$ cat src/logic/abs_xfer_defs.vh
// Purpose: Constants for the absolute position transfer block
// Assumes: 100 MHz clock, 32-bit Wishbone slave
// Notes: Summary list below
//
// Summary of operation
// - Send 32 position bits then 6-bit checksum
// - Checksum sums every two-bit position group
// - Mode rising edge clears timeout warning, only while idle with ready output low
// - Request must rise within 5 s
// - Request must fall within 5 s
// - Mode must drop 5 s after last ready
// - Early mode drop aborts, raises warning
// - Servo off, reset abort transfer outside stop; stop onset aborts after first step
// - Mode ignored during alarm; controller drops servo
// - Power stage on 95 ms after stop release
// - Ready 5 ms after power with mode off; at once on mode drop if mode was on
// - Position tracked; latched and loaded on mode
// - Mode accepted in emergency stop
// - Dog homing: clear droop, stop, store home
// - Home set without in-position raises warning
// - Data-set homing stores after 20 ms hold
// - Data-set homing allowed with servo off
// - Brake interlock output carries bit 1
// - Stroke end blocks pulses, clears droop
// - Mode edge computes position, raises ready
// - Request presents two bits, drops ready
// - Mode repurposes in-position, zero-speed, torque-limit
`ifndef ABS_XFER_DEFS_VH
`define ABS_XFER_DEFS_VH

`define CLK_MHZ 100
`define TOUT_MS 5000
`define TOUT_CYC (`TOUT_MS * 1000 * `CLK_MHZ)
`define BASE_ON_MS 95
`define BASE_ON_CYC (`BASE_ON_MS * 1000 * `CLK_MHZ)
`define READY_MS 5
`define READY_CYC (`READY_MS * 1000 * `CLK_MHZ)
`define HOME_HOLD_MS 20
`define HOME_HOLD_CYC (`HOME_HOLD_MS * 1000 * `CLK_MHZ)
`define STEP_LAST 5'h12

`define REG_CTRL 4'h0
`define REG_STAT 4'h4
`define REG_POS 4'h8
`define REG_HOME 4'hC

`define CTRL_DOG 0
`define CTRL_ABS_EN 1
`define CTRL_RST_LANE 8'h00

`define STAT_TOUT 0
`define STAT_HWARN 1
`define STAT_BASE 2
`define STAT_READY 3
`define STAT_XFER 4
`define STAT_LIMIT 5

`endif

$ cat src/logic/abs_position_transfer_handshake.v
// Purpose: Drive-side absolute position transfer and homing logic
// Assumes: Inputs from pins are asynchronous; all but the four status inputs are synchronised here
// Notes: Long timeouts are top-level parameters
`timescale 1ns/1ns
`default_nettype none
`include "abs_xfer_defs.vh"

module abs_position_transfer_handshake #(
	parameter [31:0] tout_cyc = `TOUT_CYC,
	parameter [31:0] base_on_cyc = `BASE_ON_CYC,
	parameter [31:0] ready_cyc = `READY_CYC,
	parameter [31:0] home_hold_cyc = `HOME_HOLD_CYC
) (
	input wire clk,
	input wire rst_b,
	input wire wb_cyc_i,
	input wire wb_stb_i,
	input wire wb_we_i,
	input wire [3:0] wb_adr_i,
	input wire [3:0] wb_sel_i,
	input wire [31:0] wb_dat_i,
	output reg [31:0] wb_dat_o,
	output reg wb_ack_o,
	input wire xfer_mode_in,
	input wire xfer_request_in,
	input wire servo_on_in,
	input wire alarm_reset_in,
	input wire emergency_stop_in,
	input wire home_set_in,
	input wire fwd_limit_in,
	input wire rev_limit_in,
	input wire alarm_in,
	input wire cmd_pulse_in,
	input wire cmd_dir_in,
	input wire enc_step_in,
	input wire enc_dir_in,
	input wire in_pos_status_in,
	input wire zero_speed_status_in,
	input wire torque_limit_status_in,
	input wire brake_status_in,
	output wire fault_out,
	output reg in_position_out,
	output reg zero_speed_out,
	output reg torque_limit_out,
	output reg brake_interlock_out,
	output wire xfer_data_ready_out,
	output wire xfer_bit0_out,
	output wire xfer_bit1_out,
	output reg base_on_out,
	output reg ready_out,
	output reg droop_clear_out,
	output reg quick_stop_out,
	output reg home_store_out,
	output reg [31:0] home_pos_out,
	output reg xfer_timeout_warning,
	output reg home_setting_warning
);

////////////////////////////////////////////////////////////////////////////////
// Input synchronisers
localparam NSYNC = 13;
wire [NSYNC-1:0] async_in;
reg [NSYNC-1:0] s1_r;
reg [NSYNC-1:0] s2_r;
assign async_in = {enc_dir_in, enc_step_in, cmd_dir_in, cmd_pulse_in, alarm_in, rev_limit_in, fwd_limit_in,
	home_set_in, emergency_stop_in, alarm_reset_in, servo_on_in, xfer_request_in, xfer_mode_in};
always @(posedge clk or negedge rst_b) begin
	if (!rst_b) begin
		s1_r <= {NSYNC{1'b0}};
		s2_r <= {NSYNC{1'b0}};
	end else begin
		s1_r <= async_in;
		s2_r <= s1_r;
	end
end
wire mode_s = s2_r[0];
wire req_s = s2_r[1];
wire son_s = s2_r[2];
wire res_s = s2_r[3];
wire emg_s = s2_r[4];
wire home_s = s2_r[5];
wire limit_s = s2_r[6] | s2_r[7];
wire alarm_s = s2_r[8];
wire cmd_p_s = s2_r[9];
wire cmd_d_s = s2_r[10];
wire enc_p_s = s2_r[11];
wire enc_d_s = s2_r[12];

reg mode_d_r, home_d_r, cmd_d_r, enc_d_r, emg_d_r;
always @(posedge clk or negedge rst_b) begin
	if (!rst_b) begin
		mode_d_r <= 1'b0;
		home_d_r <= 1'b0;
		cmd_d_r <= 1'b0;
		enc_d_r <= 1'b0;
		emg_d_r <= 1'b0;
	end else begin
		mode_d_r <= mode_s;
		home_d_r <= home_s;
		cmd_d_r <= cmd_p_s;
		enc_d_r <= enc_p_s;
		emg_d_r <= emg_s;
	end
end
wire mode_rise = mode_s & ~mode_d_r;
wire home_rise = home_s & ~home_d_r;
wire cmd_edge = cmd_p_s & ~cmd_d_r;
wire enc_edge = enc_p_s & ~enc_d_r;
wire emg_fall = ~emg_s & emg_d_r;

////////////////////////////////////////////////////////////////////////////////
// Registers
reg [31:0] ctrl_r;
wire wb_hit = wb_cyc_i & wb_stb_i & ~wb_ack_o;
wire wr_ctrl = wb_hit & wb_we_i & (wb_adr_i == `REG_CTRL);
genvar gi;
generate
	for (gi = 0; gi < 4; gi = gi + 1) begin : g_ctrl
		always @(posedge clk or negedge rst_b) begin
			if (!rst_b)
				ctrl_r[gi*8 +: 8] <= `CTRL_RST_LANE;
			else if (wr_ctrl && wb_sel_i[gi])
				ctrl_r[gi*8 +: 8] <= wb_dat_i[gi*8 +: 8];
		end
	end
endgenerate
wire dog_mode = ctrl_r[`CTRL_DOG];

////////////////////////////////////////////////////////////////////////////////
// Position tracking and droop
localparam [2:0] ST_IDLE = 3'h0;
localparam [2:0] ST_READY = 3'h1;
localparam [2:0] ST_REQ = 3'h2;
localparam [2:0] ST_DONE = 3'h3;
localparam [2:0] ST_HOLD = 3'h4;
reg [2:0] state_r;
reg [31:0] pos_r;
reg [31:0] pos_cmd_r;
reg [31:0] latch_r;
wire accept_cmd = ~limit_s;
always @(posedge clk or negedge rst_b) begin
	if (!rst_b) begin
		pos_r <= 32'h0000_0000;
		pos_cmd_r <= 32'h0000_0000;
	end else begin
		if (enc_edge)
			pos_r <= enc_d_s ? pos_r - 32'h0000_0001 : pos_r + 32'h0000_0001;
		if (state_r == ST_IDLE && mode_rise && !alarm_s && !ready_out)
			pos_cmd_r <= pos_r;
		else if (droop_clear_out)
			pos_cmd_r <= pos_r;
		else if (cmd_edge && accept_cmd)
			pos_cmd_r <= cmd_d_s ? pos_cmd_r - 32'h0000_0001 : pos_cmd_r + 32'h0000_0001;
	end
end

////////////////////////////////////////////////////////////////////////////////
// Transfer state machine
reg [4:0] step_r;
reg [5:0] csum_r;
reg [1:0] data_r;
reg [31:0] tcnt_r;
reg rdy_r;
wire aborting = ~son_s | res_s | emg_s;
wire [1:0] grp = (step_r < 5'h10) ? latch_r[1:0] : csum_r[1:0];
always @(posedge clk or negedge rst_b) begin
	if (!rst_b) begin
		state_r <= ST_IDLE;
		step_r <= 5'h00;
		csum_r <= 6'h00;
		data_r <= 2'h0;
		tcnt_r <= 32'h0000_0000;
		rdy_r <= 1'b0;
		latch_r <= 32'h0000_0000;
		xfer_timeout_warning <= 1'b0;
	end else begin
		tcnt_r <= tcnt_r + 32'h0000_0001;
		case (state_r)
		ST_IDLE: begin
			if (mode_rise && !alarm_s && !ready_out) begin
				xfer_timeout_warning <= 1'b0;
				latch_r <= pos_r;
				csum_r <= 6'h00;
				step_r <= 5'h00;
				tcnt_r <= 32'h0000_0000;
				rdy_r <= 1'b1;
				state_r <= ST_READY;
			end
		end
		ST_READY: begin
			if (!mode_s || (aborting && !emg_s) || (emg_s && step_r == 5'h00 && 1'b0)) begin
				xfer_timeout_warning <= 1'b1;
				rdy_r <= 1'b0;
				state_r <= ST_HOLD;
			end else if (req_s) begin
				data_r <= grp;
				if (step_r < 5'h10) begin
					csum_r <= csum_r + {4'h0, latch_r[1:0]};
					latch_r <= {2'h0, latch_r[31:2]};
				end else
					csum_r <= {2'h0, csum_r[5:2]};
				rdy_r <= 1'b0;
				tcnt_r <= 32'h0000_0000;
				state_r <= ST_REQ;
			end else if (tcnt_r >= tout_cyc) begin
				xfer_timeout_warning <= 1'b1;
				rdy_r <= 1'b0;
				state_r <= ST_HOLD;
			end
		end
		ST_REQ: begin
			if (!mode_s || (aborting && !emg_s)) begin
				xfer_timeout_warning <= 1'b1;
				state_r <= ST_HOLD;
			end else if (!req_s) begin
				step_r <= step_r + 5'h01;
				rdy_r <= 1'b1;
				tcnt_r <= 32'h0000_0000;
				state_r <= (step_r == `STEP_LAST) ? ST_DONE : ST_READY;
			end else if (tcnt_r >= tout_cyc) begin
				xfer_timeout_warning <= 1'b1;
				state_r <= ST_HOLD;
			end
		end
		ST_DONE: begin
			if (!mode_s) begin
				rdy_r <= 1'b0;
				state_r <= ST_IDLE;
			end else if (tcnt_r >= tout_cyc) begin
				xfer_timeout_warning <= 1'b1;
				state_r <= ST_HOLD;
			end
		end
		ST_HOLD: begin
			rdy_r <= 1'b0;
			if (!mode_s)
				state_r <= ST_IDLE;
		end
		default: state_r <= ST_IDLE;
		endcase
		if (state_r != ST_IDLE && state_r != ST_DONE && state_r != ST_HOLD && aborting && !emg_s) begin
			xfer_timeout_warning <= 1'b1;
			rdy_r <= 1'b0;
			state_r <= ST_HOLD;
		end
		if (emg_s && !emg_d_r && state_r != ST_IDLE && state_r != ST_DONE && state_r != ST_HOLD
			&& step_r != 5'h00) begin
			xfer_timeout_warning <= 1'b1;
			rdy_r <= 1'b0;
			state_r <= ST_HOLD;
		end
	end
end
wire xfer_on = mode_s & ~alarm_s;

////////////////////////////////////////////////////////////////////////////////
// Output multiplexing
assign xfer_data_ready_out = xfer_on & rdy_r;
assign xfer_bit0_out = xfer_on & data_r[0];
assign xfer_bit1_out = xfer_on & data_r[1];
assign fault_out = alarm_s;
always @(posedge clk or negedge rst_b) begin
	if (!rst_b) begin
		in_position_out <= 1'b0;
		zero_speed_out <= 1'b0;
		torque_limit_out <= 1'b0;
		brake_interlock_out <= 1'b0;
	end else begin
		in_position_out <= xfer_on ? data_r[0] : in_pos_status_in;
		zero_speed_out <= xfer_on ? data_r[1] : zero_speed_status_in;
		torque_limit_out <= xfer_on ? rdy_r : torque_limit_status_in;
		brake_interlock_out <= xfer_on ? data_r[1] : brake_status_in;
	end
end

////////////////////////////////////////////////////////////////////////////////
// Power stage and ready sequencing
reg [31:0] pcnt_r;
reg emg_seen_r;
always @(posedge clk or negedge rst_b) begin
	if (!rst_b) begin
		base_on_out <= 1'b0;
		ready_out <= 1'b0;
		pcnt_r <= 32'h0000_0000;
		emg_seen_r <= 1'b0;
	end else begin
		if (emg_fall)
			emg_seen_r <= 1'b1;
		if (emg_s || !son_s || alarm_s || !ctrl_r[`CTRL_ABS_EN] && 1'b0) begin
			base_on_out <= 1'b0;
			ready_out <= 1'b0;
			pcnt_r <= 32'h0000_0000;
			emg_seen_r <= 1'b0;
		end else if (!base_on_out) begin
			if (state_r != ST_IDLE || emg_seen_r) begin
				pcnt_r <= pcnt_r + 32'h0000_0001;
				if ((!emg_seen_r && !emg_fall) || pcnt_r >= base_on_cyc) begin
					base_on_out <= 1'b1;
					pcnt_r <= 32'h0000_0000;
				end
			end
		end else if (!ready_out) begin
			if (mode_s)
				pcnt_r <= ready_cyc;
			else if (pcnt_r >= ready_cyc) begin
				ready_out <= 1'b1;
				emg_seen_r <= 1'b0;
			end else
				pcnt_r <= pcnt_r + 32'h0000_0001;
		end
	end
end

////////////////////////////////////////////////////////////////////////////////
// Homing and stroke end
reg [31:0] hcnt_r;
reg hstored_r;
always @(posedge clk or negedge rst_b) begin
	if (!rst_b) begin
		hcnt_r <= 32'h0000_0000;
		hstored_r <= 1'b0;
		home_store_out <= 1'b0;
		home_pos_out <= 32'h0000_0000;
		home_setting_warning <= 1'b0;
		droop_clear_out <= 1'b0;
		quick_stop_out <= 1'b0;
	end else begin
		home_store_out <= 1'b0;
		droop_clear_out <= limit_s;
		quick_stop_out <= limit_s;
		if (!home_s) begin
			hcnt_r <= 32'h0000_0000;
			hstored_r <= 1'b0;
		end else if (!hstored_r)
			hcnt_r <= hcnt_r + 32'h0000_0001;
		if (dog_mode && home_rise) begin
			droop_clear_out <= 1'b1;
			quick_stop_out <= 1'b1;
			if (in_pos_status_in) begin
				home_store_out <= 1'b1;
				home_pos_out <= pos_r;
				home_setting_warning <= 1'b0;
			end else
				home_setting_warning <= 1'b1;
		end
		if (!dog_mode && home_s && !hstored_r && hcnt_r >= home_hold_cyc) begin
			hstored_r <= 1'b1;
			if (!son_s || in_pos_status_in) begin
				home_store_out <= 1'b1;
				home_pos_out <= pos_r;
				home_setting_warning <= 1'b0;
			end else
				home_setting_warning <= 1'b1;
		end
	end
end

////////////////////////////////////////////////////////////////////////////////
// Wishbone slave
wire [31:0] stat_w = {26'h0, limit_s, state_r != ST_IDLE, ready_out, base_on_out,
	home_setting_warning, xfer_timeout_warning};
always @(posedge clk or negedge rst_b) begin
	if (!rst_b) begin
		wb_ack_o <= 1'b0;
		wb_dat_o <= 32'h0000_0000;
	end else begin
		wb_ack_o <= wb_hit;
		if (wb_hit && !wb_we_i) begin
			case (wb_adr_i)
			`REG_CTRL: wb_dat_o <= ctrl_r;
			`REG_STAT: wb_dat_o <= stat_w;
			`REG_POS: wb_dat_o <= pos_r;
			`REG_HOME: wb_dat_o <= home_pos_out;
			default: wb_dat_o <= 32'h0000_0000;
			endcase
		end
	end
end

endmodule // abs_position_transfer_handshake
`default_nettype wire

$ cat config.mk
export PLATFORM = sky130hd
export DESIGN_NAME = abs_position_transfer_handshake
export DESIGN_NICKNAME = d
export VERILOG_FILES = /design/src/logic/abs_position_transfer_handshake.v
export VERILOG_INCLUDE_DIRS = /design/src /design/src/logic
export SDC_FILE = /design/constraint.sdc
export NUM_CORES = 1
export LEC_CHECK = 0
export BUFFER_PORTS_ARGS = -buffer_cell sky130_fd_sc_hd__buf_4
export CAP_MARGIN = 30
export CORE_UTILIZATION = 60
export DETAILED_ROUTE_END_ITERATION = 7
export PLACE_DENSITY = 0.8
export SYNTH_ARGS = -nofsm -noshare
export SYNTH_HDL_FRONTEND = slang
export SYNTH_SLANG_ARGS = --single-unit
$ cat constraint.sdc
create_clock -name clk -period 3.3 [get_ports clk]
set_input_delay 0.495 -clock clk [delete_from_list [all_inputs] [get_ports clk]]
set_output_delay 0.495 -clock clk [all_outputs]
set_load 0.005 [all_outputs]
==> impl_metrics.yaml <==
outcome:
  status: "finished, violations left"
  violations: "negative hold slack"
sta:
  max_slew.worst_pin.slew_ns: 0.779
  finalCritPeriodShare: 0.879
  slew_headroom: 0.473
  min_period_ns: 2.90
  setup_viol: 0
  hold_viol: 4
  rsz0062_at_grt: "no"
  max_freq_mhz: 345
  fin_tns_setup_ns: 0
  worst_slack_ns: 0.399
  fin_skew_ns: 0.00991
  final_max_slew_viol_count: 0
  fin_hold_ws_ns: -0.0112
clock_tree:
  cts.sinks: 312
  cts_buffer_depth: 3
  clkLatencyLatePin_ns: 0.51
  root_buffer: "clkbuf_16"
  cts_resized: 0
  h-tree-depth: 2
  cts_hold_buffers: 0
  numCtsBuffers: 34
  clk_pin_slew_ns: 0.06
  cts_setup_buffers: 0
  tritoncts: "done"
yosys:
  synthCells: 1526
  synthesis.nets: 1631
  synth_ff_type: "dfrtp_1"
  synthDistinctLibCells: 83
  synth-edff-count: 0
  synth-seq-area-share: 0.501
  async_flop_share: 1.00
  ys_seq_elements: 312
  syn-cell-area_sq_mm: 0.0156
  avgSynthCellArea_sq_um: 10.2
  yosysWarnings: 0
floorplanning:
  ios: 142
  die_area_sq_mm: 0.0266
  start_util: 0.616
  core_area_sq_mm: 0.0253
  die_y_um: 163
  die_w_um: 163
  rows: 58
route:
  ant_nets: 0
  wire_per_inst_um: 17.8
  first_iter_violations: 995
  wl_mm: 35.8
  firstDrtPassIters: 8
  vias: 12200
  drc: 0
  viasPerCell: 6.07
worst_setup_path:
  timing.rr.end: "pos_r[25]$_DFFE_PN0P_"
  reg2reg_slack_ns: 0.40
  path_buf_inv: 1
  critical_path_depth: 10
  path_delay_family: "compound AO/OA/AOI/OAI gates"
  critPathCaptureType: "flop"
  startpoint_type: "flop"
  crit_slowest_cell: "dfrtp_1"
  required_ns: 3.72
  worstSetupPathType: "flop to flop"
  crit_chain: "buf_4, ha_1, a21oi_1, nand2_1, a211oi_1, nor2_1, a21oi_1, o21ai_0, xnor2_1, o21ai_0"
  worstRegToRegCells: 10
  worstPathArrival_ns: 3.32
  r2r-start: "s2_r[12]$_DFF_PN0_"
  critPathMaxStageDelay_ns: 0.42
  path_max_fanout: 12
grt:
  grt_max_degree: 85
  grt.total_usage: 0.276
  grt_overflow: 0
  antenna_found_initial: 0
  grt_pass1_wl_mm: 59.4
  grt_pass1_vias: 12100
power_and_ir_drop:
  ir_worst_vdd_v: 0.000438
  comb_power_share: 0.276
  swShare: 0.329
  leakage_nw: 8.56
  powerDensity_mw_per_mm2: 687
  power.switching_mw: 4.12
  p_int_mw: 8.41
  p_clk_frac: 0.315
  seqPwrFrac: 0.409
finish:
  nets: 1760
  antenna_cells: 0
  final_cells: 2010
  drive_gt1_frac: 0.193
  nFillCells: 1781
  area_growth_pct: 16.9
placement:
  dp_hpwl_mm: 24.1
  pre_cts_ws_ns: 0.443
  placed_cells_incl_taps: 1949
  port_buffers: 139
  gp_congestion: 0.889
min_path:
  hold_path.class: "input pin to asynchronous set/reset pin"
flow_run:
  drv_cap: 0
-- cell usage in the layout, fill, tap and decap left out, drive strengths merged, types with 8 or more instances in the layout --
cell type / n
nor3: 20
xor2: 46
mux2: 67
a21o: 16
xnor2: 45
a222oi: 26
ha: 41
a22o: 11
a21oi: 94
o21ai: 114
dfrtp: 312
nor2: 135
buf: 165
nand2: 165
or3: 12
clkinv: 8
nor4: 15
and3: 30
and2: 37
clkbuf: 49
mux2i: 35
nand4: 26
nand2b: 11
inv: 30
nor2b: 16
o31ai: 10
nand3: 34
-- metal layers --
layer | global-route usage | share of wire
met2 | 0.446 | 0.47
met4 | 0.0837 | 0.020
met1 | 0.384 | 0.45
met3 | 0.0437 | 0.060
met5 | 0 | 0
-- cell families (layout without fill, tap and decap cells) --
group	count (synthesis)	count (layout)	share of synthesized area
fa+ha+maj	43	43	0.0355
mux	102	102	0.0708
xor+xnor	91	91	0.0511
compound gates	349	349	0.147
flops	312	312	0.501
simple gates	528	528	0.168
buf+inv	101	255	0.0269
-- worst max-delay path by stage --
| stage | endpoint | slack [ns] | start |
|---|---|---|---|
| floorplan | pos_r[31]$_DFFE_PN0P_ | 0.33 | s2_r[12]$_DFF_PN0_ |
| global placement | pos_r[31]$_DFFE_PN0P_ | 0.50 | s2_r[12]$_DFF_PN0_ |
| detailed placement | pos_r[31]$_DFFE_PN0P_ | 0.44 | s2_r[12]$_DFF_PN0_ |
| CTS | pos_r[25]$_DFFE_PN0P_ | 0.42 | s2_r[12]$_DFF_PN0_ |
| global route | pos_r[30]$_DFFE_PN0P_ | 0.02 | s2_r[12]$_DFF_PN0_ |
| finish | pos_r[25]$_DFFE_PN0P_ | 0.40 | s2_r[12]$_DFF_PN0_ |
-- sequential cells by signal, indices dropped and copies added, names as in the netlist, 2 cells and up --
name / count
csum_r: 6
pcnt_r: 32
wb_dat_o: 32
s2_r: 11
hcnt_r: 32
state_r: 3
pos_r: 32
home_pos_out: 32
tcnt_r: 32
latch_r: 32
data_r: 2
ctrl_r: 32
step_r: 5
s1_r: 11
-- layout make-up --
cell class,count,area [sq um],area share
flip-flops and latches,312,7810,0.428
multi-input cells,1113,7420,0.407
repair buffers,165,1300,0.0715
clock buffers,49,1040,0.0571
well taps,330,413,0.0226
clock inverters,12,143,0.00782
inverters,29,109,0.00597
-- cells in the mapped netlist (6+ instances only) --
cell / count / area share
and2_1: 35 / 0.014
o21ai_0: 105 / 0.034
a22o_1: 11 / 0.0062
a221oi_1: 6 / 0.0034
clkbuf_1: 53 / 0.013
xor2_1: 46 / 0.026
nor3_1: 19 / 0.0061
nand2b_1: 11 / 0.0044
a222oi_1: 26 / 0.017
o21ai_1: 8 / 0.0026
o221ai_1: 6 / 0.0034
xnor2_1: 45 / 0.025
nand4_1: 25 / 0.010
mux2i_1: 35 / 0.022
mux2_2: 64 / 0.046
nor2b_1: 16 / 0.0064
nor4_1: 11 / 0.0044
inv_1: 29 / 0.0070
o31ai_1: 10 / 0.0048
dfrtp_1: 312 / 0.50
a21o_1: 16 / 0.0077
o22a_1: 7 / 0.0039
a21oi_1: 92 / 0.030
and3_1: 30 / 0.012
nor2_1: 124 / 0.030
ha_1: 41 / 0.033
nand3_1: 34 / 0.011
buf_2: 6 / 0.0019
o21a_1: 6 / 0.0029
nand2_1: 165 / 0.040
nor2_2: 10 / 0.0040
or3_1: 12 / 0.0048
-- metrics by stage --
| stage | instance area [sq um] | utilization | power, mW |
|---|---|---|---|
| finish | 18200 | 0.720 | 12.5 |
| global route | 18200 | 0.720 | 13.3 |
| CTS | 18200 | 0.720 | 12.6 |
| detailed placement | 17100 | 0.674 | 8.57 |
| global placement | 17000 | 0.672 | 8.42 |
| floorplan | 15600 | - | 7.49 |
-- worst reg2reg max path, stage by stage (launching register included) --
cell,delay [ns]
dfrtp_1,0.42
buf_4,0.21
ha_1,0.38
a21oi_1,0.30
nand2_1,0.08
a211oi_1,0.41
nor2_1,0.20
a21oi_1,0.35
o21ai_0,0.17
xnor2_1,0.14
o21ai_0,0.16
-- power groups by stage --
stage / Clock (mW) / Sequential, mW / Combinational (mW)
2_1_floorplan: 0 / 4.91 / 2.58
3_3_place_gp: 0 / 5.13 / 3.29
3_5_place_dp: 0 / 5.16 / 3.41
4_1_cts: 4.01 / 5.11 / 3.46
5_1_grt: 4.16 / 5.21 / 3.89
6_report: 3.95 / 5.13 / 3.45
No activity file was read; power rests on OpenSTA's default activity.
